`src/logic/flash_ctl_pkg.sv`:
```
// constants, register map and carrier types for the flash rewrite status/control block
package flash_ctl_pkg;

    // timing
    localparam int CLK_PERIOD_NS = 10;
    localparam int RESET_TO_READY_DELAY_NS = 1000;
    localparam int STOP_SETTLE_NS = 500;
    // both are least times, so round up to whole cycles
    localparam int RESET_TO_READY_CYCLES =
        (RESET_TO_READY_DELAY_NS + CLK_PERIOD_NS - 1) / CLK_PERIOD_NS;
    localparam int STOP_SETTLE_CYCLES = (STOP_SETTLE_NS + CLK_PERIOD_NS - 1) / CLK_PERIOD_NS;
    localparam int CNT_W = 8;
    localparam logic [CNT_W-1:0] RESET_TO_READY_LOAD = CNT_W'(RESET_TO_READY_CYCLES - 1);
    localparam logic [CNT_W-1:0] STOP_SETTLE_LOAD = CNT_W'(STOP_SETTLE_CYCLES - 1);
    localparam logic [CNT_W-1:0] CNT_ZERO = 8'h00;

    // register indices; byte address is four times the index
    localparam logic [15:0] FLASH_STATUS_IDX = 16'h01b2;
    localparam logic [15:0] FLASH_CONTROL_ZERO_IDX = 16'h01b4;
    localparam logic [31:0] FLASH_STATUS_ADDR = {14'h0000, FLASH_STATUS_IDX, 2'h0};
    localparam logic [31:0] FLASH_CONTROL_ZERO_ADDR = {14'h0000, FLASH_CONTROL_ZERO_IDX, 2'h0};

    // flash_status bit positions
    localparam int STS_READY_REQ_BIT = 0;
    localparam int STS_ACCESS_ERR_BIT = 1;
    localparam int STS_LOCK_BIT = 2;
    localparam int STS_PROG_ERR_BIT = 4;
    localparam int STS_ERASE_ERR_BIT = 5;
    localparam int STS_SUSPEND_BIT = 6;
    localparam int STS_READY_BUSY_BIT = 7;

    // flash_control_zero bit positions
    localparam int CTL_REWRITE_BIT = 1;
    localparam int CTL_SECOND_MODE_BIT = 2;
    localparam int CTL_STOP_BIT = 3;
    localparam int CTL_SEQ_RESET_BIT = 4;
    localparam int CTL_CMD_ERR_IE_BIT = 5;
    localparam int CTL_ACCESS_ERR_IE_BIT = 6;
    localparam int CTL_READY_IE_BIT = 7;

    // reset values
    localparam logic CTL_BIT_RESET = 1'b0;
    localparam logic READY_BUSY_RESET = 1'b1;
    localparam logic LOCK_MONITOR_RESET = 1'b1;
    localparam logic FLAG_RESET = 1'b0;

    // ahb-lite
    localparam logic [1:0] HTRANS_NONSEQ = 2'h2;
    localparam logic HRESP_OKAY = 1'b0;
    localparam logic [7:0] BYTE_ZERO = 8'h00;
    localparam logic [23:0] UPPER_ZERO = 24'h000000;

    typedef enum {SEQ_IDLE, SEQ_RESETTING, SEQ_SETTLING} seq_state_t;

    // events and levels reported by the flash array sequencer
    typedef struct packed {
        logic busy;
        logic suspended;
        logic lock_status;
        logic cmd_start;
        logic clear_status;
        logic program_fail;
        logic erase_fail;
        logic blank_fail;
        logic sequence_error;
        logic busy_block_access;
        logic data_read_in_rom_rewrite;
    } core_status_t;

    // controls handed to the flash array sequencer
    typedef struct packed {
        logic command_accept;
        logic second_mode;
        logic stop;
        logic init;
        logic abort;
    } core_ctrl_t;

endpackage : flash_ctl_pkg

```
`src/logic/flash_rewrite_status_control.sv`:
```
// flash rewrite status and control registers behind an ahb-lite slave
//
// Added by the designer: the AHB-Lite slave port.
`timescale 1ns/10ps

// How it works
// - access to the busy block with access-error enable sets access-error request
// - command, erase, blank or program error with command-error enable sets it too
// - data-flash read during program-area rewrite with access-error enable also sets access-error request
// - access-error request clears on software write of 0 or clear-status command
// - lock monitor is read-only, captured on return to ready after a command
// - program error flag reads 1 after a failed program or a command sequence error, else 0
// - erase error flag reads 1 after failed erase, blank check or command sequence error, else 0
// - suspend flag reads 1 only while the erase is suspended
// - ready/busy reads 0 during any operation, reset, stop or wake, else 1
// - control resets to zero; bits 1..7 rewrite, mode, stop, reset, three enables
// - flash stop acts only with rewrite enabled; software sets it only when ready (the register stores the bit on any write)
// - sequence reset acts only when rewrite enabled and busy; always reads 0
// - commands are accepted only while rewrite mode is enabled
// - flash stop initialises control, enters low power and blocks accesses
// - sequence reset aborts program or erase and also drops a suspended erase
// - after the reset-to-ready delay the command stops and reads are allowed
// - command-error enable raises a command error interrupt on any command error
// - busy-to-ready with ready enable sets ready request; software cannot set it
module flash_rewrite_status_control (
    // system
    input wire logic CLK,
    input wire logic RESET,
    // ahb-lite slave
    input wire logic HSEL,
    input wire logic [31:0] HADDR,
    input wire logic [1:0] HTRANS,
    input wire logic HWRITE,
    // only whole words are transferred, so the size is not decoded
    input wire logic [2:0] HSIZE,
    input wire logic [31:0] HWDATA,
    input wire logic HREADY,
    output logic [31:0] HRDATA,
    output logic HREADYOUT,
    output logic HRESP,
    // flash array sequencer
    input wire flash_ctl_pkg::core_status_t CORE_STATUS,
    output flash_ctl_pkg::core_ctrl_t CORE_CTRL,
    // interrupt requests
    output logic IRQ_READY,
    output logic IRQ_ACCESS_ERROR,
    output logic IRQ_COMMAND_ERROR
);
    import flash_ctl_pkg::*;

    // control register
    logic rewrite_enable_ff;
    logic second_mode_select_ff;
    logic flash_stop_ff;
    logic command_error_int_enable_ff;
    logic access_error_int_enable_ff;
    logic ready_status_int_enable_ff;

    // status register
    logic ready_status_request_ff;
    logic access_error_request_ff;
    logic lock_status_monitor_ff;
    logic program_error_flag_ff;
    logic erase_error_flag_ff;
    logic suspend_status_flag_ff;
    logic ready_busy_flag_ff;

    // internal sequencing
    seq_state_t seq_state_ff;
    seq_state_t nxt_seq_state;
    logic [CNT_W-1:0] seq_count_ff;
    logic [CNT_W-1:0] nxt_seq_count;
    logic stop_active_ff;
    logic lock_pending_ff;

    // bus data phase
    logic wr_pend_ff;
    logic wr_ctl_ff;
    logic wr_sts_ff;

    logic addr_phase;
    logic [7:0] wdata;
    logic ctl_wr;
    logic sts_wr;
    logic stop_eff;
    logic seq_busy;
    logic busy_now;
    logic stop_change;
    logic ready_rise;
    logic seq_reset_go;
    logic cmd_error_evt;
    logic access_set;
    logic access_clr;
    logic ready_set;
    logic ready_clr;
    logic [7:0] sts_rd;
    logic [7:0] ctl_rd;

    assign addr_phase = HSEL & HREADY & (HTRANS == HTRANS_NONSEQ);
    assign wdata = HWDATA[7:0];
    assign ctl_wr = wr_pend_ff & wr_ctl_ff;
    assign sts_wr = wr_pend_ff & wr_sts_ff;

    assign stop_eff = flash_stop_ff & rewrite_enable_ff;
    assign seq_busy = (seq_state_ff != SEQ_IDLE);
    // a stop or wake write shows busy from its own data edge, so the very next
    // status read cannot catch a stale ready before the settle window starts
    assign stop_change = (stop_eff != stop_active_ff)
                         | (ctl_wr & (stop_eff
                            != (wdata[CTL_STOP_BIT] & wdata[CTL_REWRITE_BIT])));
    assign busy_now = CORE_STATUS.busy | seq_busy | stop_change;
    assign ready_rise = ~ready_busy_flag_ff & ~busy_now;
    // judged against the flag software last saw, so a reset on a ready flash is dropped
    assign seq_reset_go = ctl_wr & wdata[CTL_SEQ_RESET_BIT] & rewrite_enable_ff
                          & ~ready_busy_flag_ff;

    assign cmd_error_evt = CORE_STATUS.program_fail | CORE_STATUS.erase_fail
                           | CORE_STATUS.blank_fail | CORE_STATUS.sequence_error;
    assign access_set = (access_error_int_enable_ff & CORE_STATUS.busy_block_access)
                        | (access_error_int_enable_ff
                           & CORE_STATUS.data_read_in_rom_rewrite)
                        | (command_error_int_enable_ff & cmd_error_evt);
    assign access_clr = (sts_wr & ~wdata[STS_ACCESS_ERR_BIT])
                        | CORE_STATUS.clear_status;
    assign ready_set = ready_rise & ready_status_int_enable_ff;
    assign ready_clr = sts_wr & ~wdata[STS_READY_REQ_BIT];

    // ahb-lite: zero wait states, read data registered at the address phase
    always_ff @(posedge CLK) begin
        if (RESET) begin
            wr_pend_ff <= 1'b0;
            wr_ctl_ff <= 1'b0;
            wr_sts_ff <= 1'b0;
        end else begin
            wr_pend_ff <= addr_phase & HWRITE;
            wr_ctl_ff <= (HADDR == FLASH_CONTROL_ZERO_ADDR);
            wr_sts_ff <= (HADDR == FLASH_STATUS_ADDR);
        end
    end

    always_comb begin
        sts_rd = BYTE_ZERO;
        sts_rd[STS_READY_REQ_BIT] = ready_status_request_ff;
        sts_rd[STS_ACCESS_ERR_BIT] = access_error_request_ff;
        sts_rd[STS_LOCK_BIT] = lock_status_monitor_ff;
        sts_rd[STS_PROG_ERR_BIT] = program_error_flag_ff;
        sts_rd[STS_ERASE_ERR_BIT] = erase_error_flag_ff;
        sts_rd[STS_SUSPEND_BIT] = suspend_status_flag_ff;
        sts_rd[STS_READY_BUSY_BIT] = ready_busy_flag_ff;
        ctl_rd = BYTE_ZERO;
        ctl_rd[CTL_REWRITE_BIT] = rewrite_enable_ff;
        ctl_rd[CTL_SECOND_MODE_BIT] = second_mode_select_ff;
        ctl_rd[CTL_STOP_BIT] = flash_stop_ff;
        ctl_rd[CTL_CMD_ERR_IE_BIT] = command_error_int_enable_ff;
        ctl_rd[CTL_ACCESS_ERR_IE_BIT] = access_error_int_enable_ff;
        ctl_rd[CTL_READY_IE_BIT] = ready_status_int_enable_ff;
    end

    always_ff @(posedge CLK) begin
        if (RESET) begin
            HRDATA <= {UPPER_ZERO, BYTE_ZERO};
            HREADYOUT <= 1'b1;
            HRESP <= HRESP_OKAY;
        end else begin
            HREADYOUT <= 1'b1;
            HRESP <= HRESP_OKAY;
            if (addr_phase & ~HWRITE) begin
                if (HADDR == FLASH_STATUS_ADDR) begin
                    HRDATA <= {UPPER_ZERO, sts_rd};
                end else if (HADDR == FLASH_CONTROL_ZERO_ADDR) begin
                    HRDATA <= {UPPER_ZERO, ctl_rd};
                end else begin
                    HRDATA <= {UPPER_ZERO, BYTE_ZERO};
                end
            end
        end
    end

    // control register; the 0-then-1 write pair is the software's job
    // reserved bit 0 and the self-clearing sequence-reset bit are never stored
    always_ff @(posedge CLK) begin
        if (RESET) begin
            rewrite_enable_ff <= CTL_BIT_RESET;
            second_mode_select_ff <= CTL_BIT_RESET;
            flash_stop_ff <= CTL_BIT_RESET;
            command_error_int_enable_ff <= CTL_BIT_RESET;
            access_error_int_enable_ff <= CTL_BIT_RESET;
            ready_status_int_enable_ff <= CTL_BIT_RESET;
        end else if (ctl_wr) begin
            rewrite_enable_ff <= wdata[CTL_REWRITE_BIT];
            second_mode_select_ff <= wdata[CTL_SECOND_MODE_BIT];
            flash_stop_ff <= wdata[CTL_STOP_BIT];
            command_error_int_enable_ff <= wdata[CTL_CMD_ERR_IE_BIT];
            access_error_int_enable_ff <= wdata[CTL_ACCESS_ERR_IE_BIT];
            ready_status_int_enable_ff <= wdata[CTL_READY_IE_BIT];
        end
    end

    // busy windows owned by this block: forced stop and stop/wake settling
    always_comb begin
        nxt_seq_state = seq_state_ff;
        nxt_seq_count = seq_count_ff;
        // a forced stop written during a settle window restarts the count
        if (seq_reset_go) begin
            nxt_seq_state = SEQ_RESETTING;
            nxt_seq_count = RESET_TO_READY_LOAD;
        end else begin
            case (seq_state_ff)
                SEQ_IDLE: begin
                    if (stop_eff != stop_active_ff) begin
                        nxt_seq_state = SEQ_SETTLING;
                        nxt_seq_count = STOP_SETTLE_LOAD;
                    end
                end
                SEQ_RESETTING, SEQ_SETTLING: begin
                    if (seq_count_ff == CNT_ZERO) begin
                        nxt_seq_state = SEQ_IDLE;
                    end else begin
                        nxt_seq_count = seq_count_ff - 1'b1;
                    end
                end
                default: begin
                    nxt_seq_state = SEQ_IDLE;
                end
            endcase
        end
    end

    always_ff @(posedge CLK) begin
        if (RESET) begin
            seq_state_ff <= SEQ_IDLE;
            seq_count_ff <= CNT_ZERO;
            stop_active_ff <= 1'b0;
        end else begin
            seq_state_ff <= nxt_seq_state;
            seq_count_ff <= nxt_seq_count;
            stop_active_ff <= stop_eff;
        end
    end

    // status flags; in every set/clear pair the set wins
    always_ff @(posedge CLK) begin
        if (RESET) begin
            ready_busy_flag_ff <= READY_BUSY_RESET;
            ready_status_request_ff <= FLAG_RESET;
            access_error_request_ff <= FLAG_RESET;
        end else begin
            ready_busy_flag_ff <= ~busy_now;
            if (ready_set) begin
                ready_status_request_ff <= 1'b1;
            end else if (ready_clr) begin
                ready_status_request_ff <= 1'b0;
            end
            if (access_set) begin
                access_error_request_ff <= 1'b1;
            end else if (access_clr) begin
                access_error_request_ff <= 1'b0;
            end
        end
    end

    // error flags hold until a clear-status command
    always_ff @(posedge CLK) begin
        if (RESET) begin
            program_error_flag_ff <= FLAG_RESET;
            erase_error_flag_ff <= FLAG_RESET;
        end else begin
            if (CORE_STATUS.program_fail | CORE_STATUS.sequence_error) begin
                program_error_flag_ff <= 1'b1;
            end else if (CORE_STATUS.clear_status) begin
                program_error_flag_ff <= 1'b0;
            end
            if (CORE_STATUS.erase_fail | CORE_STATUS.blank_fail
                | CORE_STATUS.sequence_error) begin
                erase_error_flag_ff <= 1'b1;
            end else if (CORE_STATUS.clear_status) begin
                erase_error_flag_ff <= 1'b0;
            end
        end
    end

    // a sequence reset drops the suspended erase even before the core reacts
    always_ff @(posedge CLK) begin
        if (RESET) begin
            suspend_status_flag_ff <= FLAG_RESET;
        end else begin
            suspend_status_flag_ff <= CORE_STATUS.suspended & ~seq_reset_go
                                      & (seq_state_ff != SEQ_RESETTING);
        end
    end

    // lock monitor only changes on the ready edge that ends a command
    // resets to not-locked; the first completed command replaces it
    always_ff @(posedge CLK) begin
        if (RESET) begin
            lock_status_monitor_ff <= LOCK_MONITOR_RESET;
            lock_pending_ff <= 1'b0;
        end else begin
            if (CORE_STATUS.cmd_start) begin
                lock_pending_ff <= 1'b1;
            end else if (ready_rise) begin
                lock_pending_ff <= 1'b0;
            end
            if (ready_rise & lock_pending_ff) begin
                lock_status_monitor_ff <= CORE_STATUS.lock_status;
            end
        end
    end

    // controls to the array sequencer
    always_ff @(posedge CLK) begin
        if (RESET) begin
            CORE_CTRL <= '0;
        end else begin
            CORE_CTRL.command_accept <= rewrite_enable_ff & ~stop_eff;
            CORE_CTRL.second_mode <= second_mode_select_ff;
            CORE_CTRL.stop <= stop_eff;
            CORE_CTRL.init <= stop_eff & ~stop_active_ff;
            CORE_CTRL.abort <= seq_reset_go;
        end
    end

    // interrupt levels, one cycle behind the flags
    // the command error line shares the access-error request, so one clear drops both
    always_ff @(posedge CLK) begin
        if (RESET) begin
            IRQ_READY <= 1'b0;
            IRQ_ACCESS_ERROR <= 1'b0;
            IRQ_COMMAND_ERROR <= 1'b0;
        end else begin
            IRQ_READY <= ready_status_request_ff & ready_status_int_enable_ff;
            IRQ_ACCESS_ERROR <= access_error_request_ff & access_error_int_enable_ff;
            IRQ_COMMAND_ERROR <= access_error_request_ff
                                 & command_error_int_enable_ff;
        end
    end

endmodule : flash_rewrite_status_control

```
`config.mk`:
```
export PLATFORM = sky130hd
export DESIGN_NAME = flash_rewrite_status_control
export DESIGN_NICKNAME = d
export VERILOG_FILES = /design/src/logic/flash_ctl_pkg.sv /design/src/logic/flash_rewrite_status_control.sv
export SDC_FILE = /design/constraint.sdc
export NUM_CORES = 1
export LEC_CHECK = 0
export CORE_MARGIN = 5
export CORE_UTILIZATION = 23
export DETAILED_ROUTE_END_ITERATION = 8
export DONT_BUFFER_PORTS = 1
export SYNTH_ARGS = -nofsm -noshare
export SYNTH_HDL_FRONTEND = slang
export SYNTH_SLANG_ARGS = --single-unit
```
`constraint.sdc`:
```
create_clock -name CLK -period 4 [get_ports CLK]
set_input_delay 0.2 -clock CLK [delete_from_list [all_inputs] [get_ports CLK]]
set_output_delay 0.2 -clock CLK [all_outputs]
set_load 0.005 [all_outputs]
```
Yosys cells after proc, flatten, opt, wreduce, memory -nomap -nowiden --
Index checks and enable logic that the tools add are counted.
Word-level totals: flip-flop bits (word level) 97, input bits 85, output and inout bits 42, word-level logic and storage cells 127
Cells by class: add/subtract/negate cells 1, equal/unequal tests 14, muxes and demuxes 19, bitwise gates (word level) 47, reduce and logical (&&, ||, !) cells 16
Operator list (count):
- equality test 32 x 11 -> 1 bit, second input constant | 2
- two-way mux 32 bit | 2
- one-hot mux 32 bit (2 select lines) | 1
- equality test 32 x 1 -> 1 bit, second input constant | 1
- equality test 32 x 2 -> 1 bit, second input constant | 1
- logical NOT 32 bit | 1
- two-way mux 8 bit | 4
- inequality test 32 x 2 -> 1 bit, second input constant | 1
- nonzero test 32 bit | 1
- AND 1 bit | 27
- one-hot mux 8 bit (2 select lines) | 1
- OR 1 bit | 12
- nonzero test 2 bit | 6
- two-way mux 1 bit | 10
- inequality test 3 bit, second input constant | 3
- logical NOT 8 bit | 1
- inverter 1 bit | 8
- subtractor 8 x 1 -> 8 bit, second input constant | 1
- two-way mux 7 bit | 1
- inequality test 2 bit, second input constant | 3
- AND reduction 3 bit | 2
- AND reduction 2 bit | 2
- OR reduction 2 bit | 2
- nonzero test 3 bit | 1
- other kinds (2) | 3

Logic depth before layout (Yosys ltp) --
depth after elaboration 9, depth in mapped cells 8

Worst setup path before layout --
OpenSTA, ideal clock, no wires.
kind register -> register, from register seq_state_ff[0], to register seq_count_ff[1], data arrival time 1.791 ns, data required time 3.868 ns, slack 2.077 ns, stages on the path, launching flop included 8, buffers on the path 1, clock period less this slack 1.923 ns, cell sequence dfxtp_1 > inv_1 > ha_1 > or4b_1 > o221ai_2 > buf_4 > mux2i_1 > a21oi_1
Between the ends: cells in the longest elaborated chain, start to end 4, elaborated cells between the ends (all ways) 10, classes of those cells eq/ne: 4; mux: 2; reduce/logical: 4
Ends and longest elaborated chain:
- start: declaration | RTL line flash_rewrite_status_control.sv:69 | seq_state_t seq_state_ff;
- start signal: assignment | RTL line flash_rewrite_status_control.sv:235 | seq_state_ff <= nxt_seq_state;
- equality test 32 x 1 -> 1 bit or equality test 32 x 2 -> 1 bit (tied branches) | RTL line flash_rewrite_status_control.sv:208 | case (seq_state_ff)
- OR reduction 2 bit | RTL line flash_rewrite_status_control.sv:208
- inequality test 3 bit (no line) (tied with other cells)
- AND reduction 3 bit (no line) or two-way mux 7 bit (tied branches)
- end signal: assignment | RTL line flash_rewrite_status_control.sv:236 | seq_count_ff <= nxt_seq_count;
- end: declaration | RTL line flash_rewrite_status_control.sv:71 | logic [CNT_W-1:0] seq_count_ff;
Parallel ways exist; a longest one is shown, timed or not. A chain may end at the register's enable or synchronous reset.

Final worst setup path --
Same ends and word-level chain as after synthesis.

==> results <==
- The run finished with clean final reports.
- The most common library cell in the layout ignoring fill and taps is sky130_fd_sc_hd__dfxtp_1.
- Summed over all cells, the static leakage comes to 0.815 nW.
- Summing all multi-input logic gate instances after layout gives 1020 µm².
- In this run the worst setup path begins at seq_state_ff[0].
- The total of fill cells in the finished design is slightly below 1k.
- The final number of hold-violating endpoints is 0.
- For this run, the post-layout net count is roughly 320.
- The share of total power dissipated in sequential elements is between 50% and 60%.
- The final cell count without fillers is about 340.
- The count of routing violations after the opening detailed-route iteration is 71.
- The share of total power consumed by net switching is between 20% and 30%.
- The portion of total power attributed to the clock network is between 30% and 40%.
- The maximum number of pins on one net before global-route repair is 21.
- The worst hold slack after final layout is about 0.034 ns.
- The cell with the biggest individual delay on the critical path is sky130_fd_sc_hd__o221ai_2.
- Measured against its own limit, the worst slew margin works out to 46.0%.
- The die is between 100 and 150 µm wide.
- In this run the remaining antenna-violating nets after routing total 0.
- The number of buffers inserted during clock tree synthesis is 5.
- The final weighted congestion in routability-driven placement is 0.792.
- 127 I/O pins were placed.
- The element type at the critical path end is a register.
- From bottom edge to top edge, the die measures 105 µm.
- The total of max-cap violations is 0.
- The number of buffers and inverters on the critical path is 1.
- The library cells used most frequently in the layout, excluding fill and tap cells, are sky130_fd_sc_hd__dfxtp_1 (43), sky130_fd_sc_hd__conb_1 (26), sky130_fd_sc_hd__nand2_1 (19), sky130_fd_sc_hd__nor2_1 (14), sky130_fd_sc_hd__a21oi_1 (14).
- Among cell families on the critical path, the largest total delay comes from compound AO/OA/AOI/OAI gates.
- Once the clock tree was built, the setup fixing pass inserted 0 buffers.
- Counting tap cells, the placed design contains a total of 329 instances.
- The placeable core region is 8720 µm².
- The post-synthesis instance area is around 2100 µm².
- The achievable frequency is ~0.45 GHz.
- The first global-routing pass estimated slightly below 8 mm of wire.
- The critical path goes through inv_1 -> ha_1 -> or4b_1 -> o221ai_2 -> mux2i_1 -> a21oi_1.
- The number of instances in the synthesized netlist is about 230.
- Counting flops with a built-in enable in the synthesized netlist gives 0.
- The initial antenna violation count is 1.
- The number of vias in the routed layout is between 1.5k and 2k.
- The cell type with the highest aggregate area in the netlist is sky130_fd_sc_hd__dfxtp_1.
- The fraction of registers with async set/reset is 0%.
- The delay of the slowest critical-path stage is roughly 0.48 ns.
- Setup repair after global routing left no endpoint under its margin.
- The count of yosys warnings during synthesis is 0.
- The ratio of cells with drive above 1 in the final layout is a little under 8%.
- The worst path arrival time is between 2 and 2.5 ns.
- The floorplan has 34 rows.
- Internal power comes to 0.563 mW.
- Synthesis inferred between 40 and 50 register bits.
- The worst register-to-register path begins at seq_state_ff[0].
- Global routing used 8.87% of the available tracks.
- After clock tree synthesis, the repair step resized 0 gates.
- The clock latency on the worst-skew pair is between 0.2 and 0.3 ns.
- The worst hold path begins at HWDATA[1].
- The worst IR drop on VDD is 119 µV.
- The fraction of synthesized cell area taken by the top area cell type is about two fifths.
- For this run, the detailed router's first-pass iteration total came to 4.
- The time the final worst path needs with I/O delays and setup is ~2.2 ns.
- In the routed design, unresolved DRC markers number 0.
- The average wire length per cell after detail routing is ~15 µm.
- The path class of the tightest hold or removal check is in -> reg.
- Clock-pin slew was measured on the worst setup and hold paths at roughly 0.080 ns.
- The power consumption is approximately 0.73 mW.
- The floorplan step defined a die boundary enclosing between 10000 and 15000 µm².
- The number of global-route vias before repair came to roughly 1.5k.
- The root buffer selected by CTS is sky130_fd_sc_hd__clkbuf_8.
- The buffer depth of the longest clock path is 2.
- The portion of total power attributed to combinational logic is a little over 4%.
- The number of levels the H-tree was split into is 2.
- The combined flip-flop and latch cell area is 861 µm².
- The clock tree from TritonCTS is built.
- Using the TritonRoute via totals, the vias-per-cell ratio works out to around 4.6.
- Adding up every negative setup slack in the final design gives 0 ns.
- For this design, the sink count on the clock tree is 43.
- Sorting the synthesized cells by area gives the leading types as sky130_fd_sc_hd__dfxtp_1 (42%), sky130_fd_sc_hd__buf_4 (10%), sky130_fd_sc_hd__nand2_1 (3.5%), sky130_fd_sc_hd__a21oi_1 (3.4%), sky130_fd_sc_hd__a32o_1 (3.4%).
- The final worst clock skew is 0.00714 ns.
- 0 antenna diodes ended up in the layout.
- The total net switching power is between 0.15 and 0.2 mW.
- The count of cell types in the netlist is between 40 and 50.
- The most used flip-flop cell after synthesis is sky130_fd_sc_hd__dfxtp_1.
- Cells fill between 20% and 30% of the core in the end.
- The count of buffers from port buffering is 0.
- Data on the critical path is required at its endpoint by between 4 and 5 ns.
- The number of max-slew violations in the final report came to 0.
- The setup-violating endpoint count in the final report is 0.
- Power spread over the standard cell area amounts to approximately 340 nW/µm².
- The measured slew at the worst slew-check pin is 0.808 ns.
- The category of the critical setup timing path is reg -> reg.
- Summed over all layers, the routed wires come to approximately 5 mm.
- The initial cell density of the core is a little under a quarter.
- The detailed placer's ending HPWL is ~3.9 mm.
- The worst setup path is launched from a register.
- The share of the cycle needed by the critical path after routing is between 50% and 60%.
- The average footprint of a synthesized cell is ~9.0 µm².
- Sequential cells were found to cover a little over two fifths of the synthesized design area.
- The total grt overflow is 0.
- The largest fanout on the critical path is 14.
- The number of hold buffers added after CTS was 1.
- The area overhead of the layout relative to synthesis is 5.10%.
==> final timing paths <==
check / to / slack, ns / cells past startpoint
worst min-delay path: rewrite_enable_ff / 0.03 / 2
worst max register to register: seq_count_ff[1] / 1.76 / 6
worst min register to register: seq_count_ff[0] / 0.46 / 1
worst max-delay path: seq_count_ff[1] / 1.76 / 6
==> registers in the layout, indices dropped and copies added (netlist names), 2 cells and up <==
signal and flops:
CORE_CTRL 5, HRDATA 8, seq_count_ff 8, seq_state_ff 2
==> power groups by stage <==
| stage | logic [mW] | clock network [mW] | registers (mW) |
|---|---|---|---|
| 2_1_floorplan | 0.0425 | 0 | 0.443 |
| 3_3_place_gp | 0.0243 | 0 | 0.443 |
| 3_5_place_dp | 0.0245 | 0 | 0.443 |
| 4_1_cts | 0.0287 | 0.277 | 0.433 |
| 5_1_grt | 0.0347 | 0.298 | 0.434 |
| 6_report | 0.0301 | 0.269 | 0.433 |
==> metrics by stage <==
stage               instance area (µm²)  setup WS (ns)
floorplan                          2150           2.08
global placement                   2060           1.84
detailed placement                 2060           1.82
CTS                                2150           1.79
global route                       2160           1.60
finish                             2160           1.76
==> synthesized netlist by cell type (2+ instances only) <==
master,n
sky130_fd_sc_hd__o21ai_0,9
sky130_fd_sc_hd__or3_4,2
sky130_fd_sc_hd__a32o_1,7
sky130_fd_sc_hd__and2_1,3
sky130_fd_sc_hd__nor3b_1,4
sky130_fd_sc_hd__nor2b_1,5
sky130_fd_sc_hd__dfxtp_1,43
sky130_fd_sc_hd__or3_2,3
sky130_fd_sc_hd__nor2_1,14
sky130_fd_sc_hd__conb_1,2
sky130_fd_sc_hd__nor4b_1,2
sky130_fd_sc_hd__and3_1,6
sky130_fd_sc_hd__o2111ai_1,2
sky130_fd_sc_hd__nor3_1,2
sky130_fd_sc_hd__or2_2,2
sky130_fd_sc_hd__or4_1,2
sky130_fd_sc_hd__a22o_1,5
sky130_fd_sc_hd__and4_1,2
sky130_fd_sc_hd__buf_4,28
sky130_fd_sc_hd__nor4_1,4
sky130_fd_sc_hd__a211oi_1,2
sky130_fd_sc_hd__o21a_1,2
sky130_fd_sc_hd__nand2b_1,2
sky130_fd_sc_hd__clkbuf_1,4
sky130_fd_sc_hd__inv_1,12
sky130_fd_sc_hd__nand2_1,19
sky130_fd_sc_hd__mux2i_1,2
sky130_fd_sc_hd__a21oi_1,14
sky130_fd_sc_hd__a31oi_1,4
sky130_fd_sc_hd__nand4_1,2
sky130_fd_sc_hd__ha_1,4
==> metal layers <==
| metal | part of all wire (%) | GRT usage (%) | vias to the layer above |
|---|---|---|---|
| li1 | - | - | 770 |
| met1 | 43 | 10.9 | 734 |
| met2 | 45 | 14.2 | 61 |
| met3 | 10 | 4.01 | 6 |
| met4 | 0.83 | 2.19 | 2 |
| met5 | 0.22 | 0 | - |
==> cell type report <==
cell class              count  share of cell area [%]
well taps                 108                    6.24
flip-flops and latches     43                    39.8
clock buffers               6                    3.35
repair buffers              2                   0.925
inverters                  12                    2.08
clock inverters             2                   0.578
multi-input cells         166                    47.1
==> cell families after synthesis <==
logic type,Yosys count,share of synthesized area (%)
fa+ha+maj,4,2.43
flops,43,41.8
other cells,2,0.365
simple gates,80,22.5
compound gates,53,18.4
buf+inv,44,13.1
xor+xnor,1,0.425
mux,2,0.972
Note: power is estimated with default switching activity, not from simulation.
